[src/pkg/dqlc_map.svh]
// Register indices, reset values and timing counts for the reference qualification block
`ifndef DQLC_MAP_SVH
`define DQLC_MAP_SVH

// Register indices (byte address is four times the index)
`define DQLC_IDX_RANGE 6'h17
`define DQLC_IDX_SMASK 6'h1a
`define DQLC_IDX_DELAY 6'h1c
`define DQLC_IDX_LOOPA 6'h1d
`define DQLC_IDX_LOOPB 6'h1e
`define DQLC_IDX_FMASK 6'h21
`define DQLC_IDX_STAT 6'h22

// Reset values
`define DQLC_RST_RANGE 8'h33
`define DQLC_RST_SMASK 8'hff
`define DQLC_RST_DELAY 8'h1a
`define DQLC_RST_LOOPA 8'h3c
`define DQLC_RST_LOOPB 8'h04
`define DQLC_RST_FMASK 8'h3c

// Bus answers
`define DQLC_RESP_OKAY 2'h0
`define DQLC_RESP_SLVERR 2'h2

// Clock period and soak time base
`define DQLC_CLK_NS 100
`define DQLC_TICK_US 500

// Disqualify delays in microseconds
`define DQLC_DQ_1_US 500
`define DQLC_DQ_2_US 1000
`define DQLC_DQ_3_US 5000
`define DQLC_DQ_4_US 10000
`define DQLC_DQ_5_US 50000
`define DQLC_DQ_6_US 100000
`define DQLC_DQ_7_US 500000
`define DQLC_DQ_8_US 1000000
`define DQLC_DQ_9_US 2000000
`define DQLC_DQ_10_US 2500000
`define DQLC_DQ_11_US 4000000
`define DQLC_DQ_12_US 8000000
`define DQLC_DQ_13_US 16000000
`define DQLC_DQ_14_US 32000000
`define DQLC_DQ_15_US 64000000

// Holdover update intervals in microseconds
`define DQLC_HU_0_US 26000
`define DQLC_HU_1_US 1000000
`define DQLC_HU_2_US 10000000
`define DQLC_HU_3_US 60000000

`endif

[src/pkg/dqlc_pkg.sv]
// Types shared by the reference qualification and loop control block
package dqlc_pkg;

  // Detected rate class of the active reference
  typedef enum logic [1:0] {
    RATE_OTHER = 2'h0,
    RATE_2K = 2'h1,
    RATE_8K = 2'h2,
    RATE_RSVD = 2'h3
  } dqlc_rate_t;

  // Effective loop bandwidth handed to the loop filter
  typedef enum logic [3:0] {
    BW_0P1 = 4'h0,
    BW_1P7 = 4'h1,
    BW_3P5 = 4'h2,
    BW_14 = 4'h3,
    BW_28 = 4'h4,
    BW_890 = 4'h5,
    BW_FAST7 = 4'h6,
    BW_56 = 4'h8
  } dqlc_bw_t;

  // Output phase slope limit
  typedef enum logic [1:0] {
    SLOPE_885N = 2'h0,
    SLOPE_7U5 = 2'h1,
    SLOPE_61U = 2'h2,
    SLOPE_NONE = 2'h3
  } dqlc_slope_t;

  // Soak timer state
  typedef enum logic {
    SOAK_OK = 1'b0,
    SOAK_FAIL = 1'b1
  } dqlc_soak_st_t;

  // Register layouts
  typedef struct packed {
    logic [1:0] rsvd;
    dqlc_slope_t slope;
    logic [2:0] bw;
    logic realign;
  } dqlc_loopa_t;

  typedef struct packed {
    logic [1:0] smooth;
    logic [1:0] upd;
    logic [1:0] rsvd;
    logic offset_en;
    logic revert;
  } dqlc_loopb_t;

  typedef struct packed {
    logic [1:0] rsvd;
    logic [1:0] requal;
    logic [3:0] drop;
  } dqlc_delays_t;

  // Monitor failure inputs, one bit per reference
  typedef struct packed {
    logic [2:0] single_cycle_monitor;
    logic [2:0] coarse_frequency_monitor;
    logic [2:0] precise_frequency_monitor;
  } dqlc_mon_t;

  // Loop configuration handed to the DPLL core
  typedef struct packed {
    logic [2:0] range_limit;
    dqlc_bw_t bw;
    dqlc_slope_t slope;
    logic revertive;
    logic offset_en;
    logic [1:0] smooth;
  } dqlc_cfg_t;

endpackage

[src/rtl/dqlc_top.sv]
// Reference qualification and loop control with AXI4-Lite register access
//
// The AXI4-Lite register port was chosen for this implementation.
`timescale 1ns/10ps
`include "dqlc_map.svh"
module dqlc_top #(
  parameter int TICK_CYCLES = `DQLC_TICK_US * 1000 / `DQLC_CLK_NS,
  parameter int ADDR_W = 8
) (
  // Clock and reset
  input wire logic aclk,
  input wire logic aresetn,
  // AXI4-Lite write address and data
  input wire logic awvalid,
  output logic awready,
  input wire logic [ADDR_W-1:0] awaddr,
  input wire logic wvalid,
  output logic wready,
  input wire logic [31:0] wdata,
  input wire logic [3:0] wstrb,
  // AXI4-Lite write response
  output logic bvalid,
  input wire logic bready,
  output logic [1:0] bresp,
  // AXI4-Lite read
  input wire logic arvalid,
  output logic arready,
  input wire logic [ADDR_W-1:0] araddr,
  output logic rvalid,
  input wire logic rready,
  output logic [31:0] rdata,
  output logic [1:0] rresp,
  // Monitor pins and core status
  input wire dqlc_pkg::dqlc_mon_t mon_fail,
  input wire dqlc_pkg::dqlc_rate_t ref_rate,
  input wire logic ref_switch,
  // Results to the DPLL core
  output dqlc_pkg::dqlc_cfg_t loop_cfg,
  output logic phase_buildout,
  output logic phase_realign,
  output logic holdover_update,
  output logic [2:0] switch_fail,
  output logic [2:0] holdover_fail
);
  import dqlc_pkg::*;

  if (ADDR_W < 8 || TICK_CYCLES < 2) begin : g_chk
    $error("dqlc_top: ADDR_W below 8 or TICK_CYCLES below 2");
  end

  // ************************************************************
  // Registers and bus slave
  // ************************************************************
  logic [7:0] range_q;
  logic [7:0] smask_q;
  dqlc_delays_t delay_q;
  dqlc_loopa_t loopa_q;
  dqlc_loopb_t loopb_q;
  logic [7:0] fmask_q;
  logic [2:0] soak_fail;
  logic aw_hold_q;
  logic w_hold_q;
  logic [5:0] widx_q;
  logic [7:0] wdata_q;
  logic wstrb_q;
  logic wr_fire;
  logic wr_hit;
  logic [5:0] ridx;
  logic rd_hit;
  logic [7:0] rd_byte;

  assign wr_fire = aw_hold_q && w_hold_q && !bvalid;
  assign wr_hit = widx_q inside {`DQLC_IDX_RANGE, `DQLC_IDX_SMASK, `DQLC_IDX_DELAY,
                                 `DQLC_IDX_LOOPA, `DQLC_IDX_LOOPB, `DQLC_IDX_FMASK};

  // Write address channel
  always_ff @(posedge aclk) begin
    if (!aresetn) begin
      aw_hold_q <= 1'b0;
      awready <= 1'b0;
      widx_q <= 6'h00;
    end else if (awvalid && awready) begin
      aw_hold_q <= 1'b1;
      awready <= 1'b0;
      widx_q <= awaddr[7:2];
    end else if (wr_fire) begin
      aw_hold_q <= 1'b0;
    end else if (!aw_hold_q && !bvalid) begin
      awready <= 1'b1;
    end
  end

  // Write data channel
  always_ff @(posedge aclk) begin
    if (!aresetn) begin
      w_hold_q <= 1'b0;
      wready <= 1'b0;
      wdata_q <= 8'h00;
      wstrb_q <= 1'b0;
    end else if (wvalid && wready) begin
      w_hold_q <= 1'b1;
      wready <= 1'b0;
      wdata_q <= wdata[7:0];
      wstrb_q <= wstrb[0];
    end else if (wr_fire) begin
      w_hold_q <= 1'b0;
    end else if (!w_hold_q && !bvalid) begin
      wready <= 1'b1;
    end
  end

  // Write response
  always_ff @(posedge aclk) begin
    if (!aresetn) begin
      bvalid <= 1'b0;
      bresp <= `DQLC_RESP_OKAY;
    end else if (wr_fire) begin
      bvalid <= 1'b1;
      bresp <= wr_hit ? `DQLC_RESP_OKAY : `DQLC_RESP_SLVERR;
    end else if (bready) begin
      bvalid <= 1'b0;
    end
  end

  // Register store; reserved bits are kept as written
  always_ff @(posedge aclk) begin
    if (!aresetn) begin
      range_q <= `DQLC_RST_RANGE;
      smask_q <= `DQLC_RST_SMASK;
      delay_q <= `DQLC_RST_DELAY;
      loopa_q <= `DQLC_RST_LOOPA;
      loopb_q <= `DQLC_RST_LOOPB;
      fmask_q <= `DQLC_RST_FMASK;
    end else if (wr_fire && wstrb_q) begin
      case (widx_q)
        `DQLC_IDX_RANGE: range_q <= wdata_q;
        `DQLC_IDX_SMASK: smask_q <= wdata_q;
        `DQLC_IDX_DELAY: delay_q <= wdata_q;
        `DQLC_IDX_LOOPA: loopa_q <= wdata_q;
        `DQLC_IDX_LOOPB: loopb_q <= wdata_q;
        `DQLC_IDX_FMASK: fmask_q <= wdata_q;
        default: ;
      endcase
    end
  end

  // Read decode
  assign ridx = araddr[7:2];
  always_comb begin
    rd_hit = 1'b1;
    case (ridx)
      `DQLC_IDX_RANGE: rd_byte = range_q;
      `DQLC_IDX_SMASK: rd_byte = smask_q;
      `DQLC_IDX_DELAY: rd_byte = delay_q;
      `DQLC_IDX_LOOPA: rd_byte = loopa_q;
      `DQLC_IDX_LOOPB: rd_byte = loopb_q;
      `DQLC_IDX_FMASK: rd_byte = fmask_q;
      `DQLC_IDX_STAT: rd_byte = {5'h00, soak_fail};
      default: begin
        rd_hit = 1'b0;
        rd_byte = 8'h00;
      end
    endcase
  end

  // Read channel
  always_ff @(posedge aclk) begin
    if (!aresetn) begin
      arready <= 1'b0;
      rvalid <= 1'b0;
      rdata <= 32'h0000_0000;
      rresp <= `DQLC_RESP_OKAY;
    end else if (arvalid && arready) begin
      arready <= 1'b0;
      rvalid <= 1'b1;
      rdata <= {24'h00_0000, rd_byte};
      rresp <= rd_hit ? `DQLC_RESP_OKAY : `DQLC_RESP_SLVERR;
    end else if (rvalid && rready) begin
      rvalid <= 1'b0;
    end else if (!rvalid) begin
      arready <= 1'b1;
    end
  end

  // ************************************************************
  // Monitor inputs and soak timers
  // ************************************************************
  dqlc_mon_t mon_s1_q;
  dqlc_mon_t mon_q;
  logic tick;
  logic [16:0] drop_ticks;
  logic [21:0] requal_ticks;
  logic [2:0] soak_in;

  // Two-flop synchroniser for the monitor pins
  always_ff @(posedge aclk) begin
    if (!aresetn) begin
      mon_s1_q <= '0;
      mon_q <= '0;
    end else begin
      mon_s1_q <= mon_fail;
      mon_q <= mon_s1_q;
    end
  end

  dqlc_tick_div #(.DIV(TICK_CYCLES)) u_tick (
    .aclk(aclk),
    .aresetn(aresetn),
    .tick(tick)
  );

  // Disqualify delay in ticks from its code
  function automatic logic [16:0] drop_of(input logic [3:0] code);
    int us;
    case (code)
      4'h1: us = `DQLC_DQ_1_US;
      4'h2: us = `DQLC_DQ_2_US;
      4'h3: us = `DQLC_DQ_3_US;
      4'h4: us = `DQLC_DQ_4_US;
      4'h5: us = `DQLC_DQ_5_US;
      4'h6: us = `DQLC_DQ_6_US;
      4'h7: us = `DQLC_DQ_7_US;
      4'h8: us = `DQLC_DQ_8_US;
      4'h9: us = `DQLC_DQ_9_US;
      4'ha: us = `DQLC_DQ_10_US;
      4'hb: us = `DQLC_DQ_11_US;
      4'hc: us = `DQLC_DQ_12_US;
      4'hd: us = `DQLC_DQ_13_US;
      4'he: us = `DQLC_DQ_14_US;
      4'hf: us = `DQLC_DQ_15_US;
      default: us = 0;
    endcase
    return 17'(us / `DQLC_TICK_US);
  endfunction

  assign drop_ticks = drop_of(delay_q.drop);
  // Requalify multiplier 2, 4, 16 or 32 as a shift
  always_comb begin
    case (delay_q.requal)
      2'h0: requal_ticks = {5'h00, drop_ticks} << 1;
      2'h1: requal_ticks = {5'h00, drop_ticks} << 2;
      2'h2: requal_ticks = {5'h00, drop_ticks} << 4;
      default: requal_ticks = {5'h00, drop_ticks} << 5;
    endcase
  end

  // Per-reference soak and failure indicator masking
  for (genvar i = 0; i < 3; i++) begin : g_ref
    logic [3:0] ind;
    assign soak_in[i] = (mon_q.single_cycle_monitor[i] && !smask_q[2*i]) ||
                        (mon_q.coarse_frequency_monitor[i] && !smask_q[2*i+1]);
    dqlc_soak_timer u_soak (
      .aclk(aclk),
      .aresetn(aresetn),
      .tick(tick),
      .fail_in(soak_in[i]),
      .drop_ticks(drop_ticks),
      .requal_ticks(requal_ticks),
      .failed(soak_fail[i])
    );
    // Indicator order: single-cycle, coarse, soak, precise
    assign ind = {mon_q.precise_frequency_monitor[i], soak_fail[i], mon_q.coarse_frequency_monitor[i], mon_q.single_cycle_monitor[i]};
    always_ff @(posedge aclk) begin
      if (!aresetn) begin
        switch_fail[i] <= 1'b0;
        holdover_fail[i] <= 1'b0;
      end else begin
        switch_fail[i] <= |(ind & fmask_q[3:0]);
        holdover_fail[i] <= |(ind & fmask_q[7:4]);
      end
    end
  end

  // ************************************************************
  // Loop configuration and switch handling
  // ************************************************************
  dqlc_bw_t bw_d;
  logic [16:0] hu_ticks;
  logic [16:0] hu_cnt_q;

  // Effective bandwidth with low-rate clamp; reserved code keeps the last value
  always_comb begin
    case (loopa_q.bw)
      3'h0: bw_d = BW_0P1;
      3'h1: bw_d = BW_1P7;
      3'h2: bw_d = BW_3P5;
      3'h3: bw_d = BW_14;
      3'h4: bw_d = (ref_rate == RATE_2K) ? BW_14 : BW_28;
      3'h5: bw_d = (ref_rate == RATE_2K) ? BW_14 : (ref_rate == RATE_8K) ? BW_56 : BW_890;
      3'h6: bw_d = BW_FAST7;
      default: bw_d = loop_cfg.bw;
    endcase
  end

  // Configuration register toward the core
  always_ff @(posedge aclk) begin
    if (!aresetn) begin
      loop_cfg <= '{range_limit: 3'h3, bw: BW_FAST7, slope: SLOPE_NONE, revertive: 1'b0,
                    offset_en: 1'b0, smooth: 2'h0};
    end else begin
      loop_cfg.range_limit <= range_q[2:0];
      loop_cfg.bw <= bw_d;
      loop_cfg.slope <= loopa_q.slope;
      loop_cfg.revertive <= loopb_q.revert;
      loop_cfg.offset_en <= loopb_q.offset_en;
      loop_cfg.smooth <= loopb_q.smooth;
    end
  end

  // Reference switch: build out or realign
  always_ff @(posedge aclk) begin
    if (!aresetn) begin
      phase_buildout <= 1'b0;
      phase_realign <= 1'b0;
    end else begin
      phase_buildout <= ref_switch && !loopa_q.realign;
      phase_realign <= ref_switch && loopa_q.realign;
    end
  end

  // Holdover refresh interval in ticks
  always_comb begin
    case (loopb_q.upd)
      2'h0: hu_ticks = 17'(`DQLC_HU_0_US / `DQLC_TICK_US);
      2'h1: hu_ticks = 17'(`DQLC_HU_1_US / `DQLC_TICK_US);
      2'h2: hu_ticks = 17'(`DQLC_HU_2_US / `DQLC_TICK_US);
      default: hu_ticks = 17'(`DQLC_HU_3_US / `DQLC_TICK_US);
    endcase
  end

  // Holdover refresh pulse
  always_ff @(posedge aclk) begin
    if (!aresetn) begin
      hu_cnt_q <= 17'h0_0000;
      holdover_update <= 1'b0;
    end else if (tick && hu_cnt_q >= hu_ticks - 17'h0_0001) begin
      hu_cnt_q <= 17'h0_0000;
      holdover_update <= 1'b1;
    end else begin
      hu_cnt_q <= tick ? hu_cnt_q + 17'h0_0001 : hu_cnt_q;
      holdover_update <= 1'b0;
    end
  end
endmodule

[src/rtl/dqlc_tick_div.sv]
// Divider that makes the one-cycle soak time base enable
`timescale 1ns/10ps
module dqlc_tick_div #(
  parameter int DIV = 5000
) (
  // Clock and reset
  input wire logic aclk,
  input wire logic aresetn,
  // Enable pulse out
  output logic tick
);
  logic [31:0] cnt_q;

  if (DIV < 2) begin : g_chk
    $error("dqlc_tick_div: DIV must be at least 2");
  end

  // Count up one period, pulse on wrap
  always_ff @(posedge aclk) begin
    if (!aresetn) begin
      cnt_q <= 32'h0000_0000;
      tick <= 1'b0;
    end else if (cnt_q == 32'(DIV - 1)) begin
      cnt_q <= 32'h0000_0000;
      tick <= 1'b1;
    end else begin
      cnt_q <= cnt_q + 32'h0000_0001;
      tick <= 1'b0;
    end
  end
endmodule

[src/rtl/dqlc_soak_timer.sv]
// Guard soak timer for one reference
`timescale 1ns/10ps
module dqlc_soak_timer (
  // Clock and reset
  input wire logic aclk,
  input wire logic aresetn,
  // Time base and unmasked failure
  input wire logic tick,
  input wire logic fail_in,
  // Delays in ticks
  input wire logic [16:0] drop_ticks,
  input wire logic [21:0] requal_ticks,
  // Soak result
  output logic failed
);
  import dqlc_pkg::*;

  dqlc_soak_st_t st_q;
  logic [21:0] cnt_q;

  // Failure must persist for the drop delay, cleanliness for the requalify delay
  always_ff @(posedge aclk) begin
    if (!aresetn) begin
      st_q <= SOAK_OK;
      cnt_q <= 22'h00_0000;
    end else begin
      case (st_q)
        SOAK_OK: begin
          if (!fail_in) begin
            cnt_q <= 22'h00_0000;
          end else if (cnt_q >= {5'h00, drop_ticks}) begin
            st_q <= SOAK_FAIL;
            cnt_q <= 22'h00_0000;
          end else if (tick) begin
            cnt_q <= cnt_q + 22'h00_0001;
          end
        end
        SOAK_FAIL: begin
          if (fail_in) begin
            cnt_q <= 22'h00_0000;
          end else if (cnt_q >= requal_ticks) begin
            st_q <= SOAK_OK;
            cnt_q <= 22'h00_0000;
          end else if (tick) begin
            cnt_q <= cnt_q + 22'h00_0001;
          end
        end
        default: begin
          st_q <= SOAK_OK;
          cnt_q <= 22'h00_0000;
        end
      endcase
    end
  end

  assign failed = (st_q == SOAK_FAIL);
endmodule

[config.mk]
export PLATFORM = sky130hd
export DESIGN_NAME = dqlc_top
export DESIGN_NICKNAME = d
export VERILOG_FILES = /design/src/pkg/dqlc_pkg.sv /design/src/rtl/dqlc_top.sv /design/src/rtl/dqlc_tick_div.sv /design/src/rtl/dqlc_soak_timer.sv
export VERILOG_INCLUDE_DIRS = /design/src /design/src/pkg
export SDC_FILE = /design/constraint.sdc
export NUM_CORES = 1
export LEC_CHECK = 0
export ABC_AREA = 0
export ABC_CLOCK_PERIOD_IN_PS = 23400
export BUFFER_PORTS_ARGS = -buffer_cell sky130_fd_sc_hd__buf_2
export CAP_MARGIN = 20
export CORE_MARGIN = 2
export CORE_UTILIZATION = 40
export CTS_BUF_LIST = sky130_fd_sc_hd__clkbuf_4
export CTS_CLUSTER_SIZE = 16
export DETAILED_ROUTE_END_ITERATION = 10
export PLACE_DENSITY_LB_ADDON = 0.12
export RECOVER_POWER = 25
export SLEW_MARGIN = 20
export SYNTH_ARGS = -nofsm -noshare
export SYNTH_HDL_FRONTEND = slang
export SYNTH_SLANG_ARGS = --single-unit
[constraint.sdc]
create_clock -name aclk -period 23.4 [get_ports aclk]
set_input_delay 1.17 -clock aclk [delete_from_list [all_inputs] [get_ports aclk]]
set_output_delay 1.17 -clock aclk [all_outputs]
set_load 0.03 [all_outputs]
==> reports/metrics.cfg <==
[status]
outcome=complete, but fails checks
failing_checks=capacitance limit, slew limit

[critical_path]
critical_path.max_fanout=22
cp_slowest_stage_delay_ns=0.65
endpoint_kind=flip-flop
cp.arrival_ns=20.83
worstSetupStartpointType=flip-flop
timing.critical_path.slowest_stage_cell=a2111oi_1
crit_required_ns=24.02
criticalPathCategory=reg -> reg

[synth]
synth_top_family_by_area=simple AND/OR/NAND/NOR gates
synth.cell_area_um2=18900
synth.yosys.seq_area_share_pct=27.8
compound_gate_fraction_of_synth_area_pct=20.8
postSynth.asyncResetShare_pct=0
synth_mux_area_share_pct=5.48
postSynth.topFlopCell=dfxtp_1
most_used_standard_cell_by_instance_count_after_synthesis=nor2_1
synthesis.yosys.warnings=0
yosys.area_share.xor_xnor_pct=6.59
synth.area.top_cells=dfxtp_1 (28%), ha_1 (9.9%), nor2_1 (5.2%)
ys_ff_latch=263
post_synthesis_average_cell_area_um2=8.10
postSynthCellCount=2339
post-synth-top-area-fraction_pct=27.8
synth.lib_cells_used.distinct=125
synthSimpleGateAreaFrac_pct=24.3
synth_edf_count=0
synth_common_cells=nor2_1 (264), dfxtp_1 (263), nand2_1 (254), ha_1 (150), a21oi_1 (148)
synth.largest_area_cell=dfxtp_1
adder_cell_fraction_of_synth_area_pct=10.3

[detailed_routing]
first_pass_iters=5
drt_iter0_markers=1130
route.met3.wl_mm=2.04
met1_wire_length_mm=23.4
postRouteAntennaNets=0
detailroute.via_count=17048
drt-wirelength-per-cell_um=16.3
routed_via_density=5.57
routed_wirelength_mm=49.9
detailroute.wirelength.met2_mm=23.1
topRoutingLayerUsed=met4
drc=0

[pwr]
power-per-cell-area_nw_per_um2=44.3
irDropWorstVdd_v=0.0000655
power_leakage_nw=8.12
total_power_w=0.000911

[global_route]
overflow=0
grt_antenna_before_repair=1
grt_max_degree=66
grt_pass1_vias=16338
grt_pass1_wl_mm=82.4
track_usage_pct=19.9

[sta]
worst_pin_slew_ns=2.85
grt_setup_unrepaired=no
skew_ns=0.0611
final_hold_viol_count=0
timing.final.setup_violations=0
max_clock_freq_ghz=0.0495
whs_ns=0.429
timing.final.crit_period_ns=20.21
max_slew_violation_count=144
fin_ws_ns=3.19
slew-limit-headroom_pct=-89.9
tns_ns=0
fin_crit_sh_pct=86.4

[layout]
layout-drive-gt1-share_pct=11.5
nets=2625
final_cells=3062
areaGrowthSynthToFinish_pct=8.60

[place]
globalplace.congestion=0.843
dp.final_hpwl_mm=36.7
placed_cells_incl_taps=2937
dp_slack_ns=3.29
io_buffers=76

[clocking]
ctsResizeCount=0
postCtsSetupRepairBufs=0
cts.reportedPaths.clkPinSlew_ns=0.07
clock_tree.root_cell=clkbuf_4
htree_num_levels=3
cts_inserted_buffers=72
cts_hold_repair.buffers=0
cts.path.max_buffers=3
cts.sinks=263
clkLatencyLatePin_ns=0.73
tritoncts=done

[die]
floorplan.die.height_um=222
die_w_um=222
initial_utilization_pct=40.6
total_die_area_um2=49100
rows=79
placeable_core_region_um2=46700
top_level_i_o_count=134

[hold_path]
min-delay-path-class=reg -> reg
worstHoldStart=mon_s1_q[3]

[run]
max_cap_viol_count=3

## cell usage in the layout (no fill, tap or decap), types with 73 or more instances in the layout
cell        n
nand2_1   254
buf_2      76
xor2_1     77
nand3_1    73
a21oi_1   148
dfxtp_1   263
ha_1      150
nor2_1    264
o21ai_0   114
clkbuf_4  103
mux2i_1    76
## per-layer routing
metal  GRT usage [%]  up-vias
li1                -     8569
met1            26.2     8000
met2            33.4      390
met3            2.33       89
met4            7.63        0
met5               0        -
## worst paths after layout
kind / endpoint / slack (ns) / cells past startpoint
setup / recovery: g_ref[1].u_soak.cnt_q[16] / 3.19 / 79
hold / removal: g_ref[0].ind[1] / 0.43 / 1
setup reg to reg: g_ref[1].u_soak.cnt_q[16] / 3.19 / 79
hold reg to reg: g_ref[0].ind[1] / 0.43 / 1
## logic make-up after synthesis
group,after synthesis
xor+xnor,139
fa+ha+maj,157
other cells,2
buf+inv,187
mux,95
flops,263
compound gates,554
simple gates,942
## state kept, by name, summed over array words and instances, names as in the netlist, 6 cells and up, named ones only
register            cells
mon_s1_q                9
widx_q                  6
g_ref.u_soak.cnt_q     66
loopa_q                 8
loop_cfg               13
smask_q                 8
hu_cnt_q               17
range_q                 8
g_ref.ind               9
u_tick.cnt_q           32
delay_q                 8
fmask_q                 8
loopb_q                 8
wdata_q                 8
rdata                   8
## critical path: cells and delay by family, from the launching register on
family | cells | cell delay, ns
AO/OA/AOI/OAI | 36 | 10.56
XOR/XNOR | 3 | 0.89
buffers and inverters | 8 | 1.62
multiplexers | 3 | 0.97
AND/OR/NAND/NOR | 28 | 5.08
adder cells (fa/ha/maj) | 1 | 0.28
flip-flops | 1 | 0.63
## where the power goes
group	leakage, nW	switching, W	internal, W
sequential	2.13	0.00000527	0.000453
combinational	5.45	0.0000222	0.00000920
clock	0.539	0.000197	0.000225
total	8.12	0.000225	0.000687
## through the flow
stage	instance area, µm²	utilization (%)
after CTS	20600	44.1
after floorplan	19000	-
final	20600	44.1
after detailed placement	19700	42.1
after global placement	19600	42.1
after global routing	20600	44.1
## cell type report
class                           count  area [µm²]
Fill cell                        4789       26100
Multi-Input combinational cell   1914       12900
Sequential cell                   263        5270
Inverter                           65         251
Clock buffer                      103         773
Clock inverter                     21         151
Timing Repair Buffer               88         470
Antenna cell                        1        2.50
Tap cell                          607         759
No activity file was read; power rests on OpenSTA's default activity.
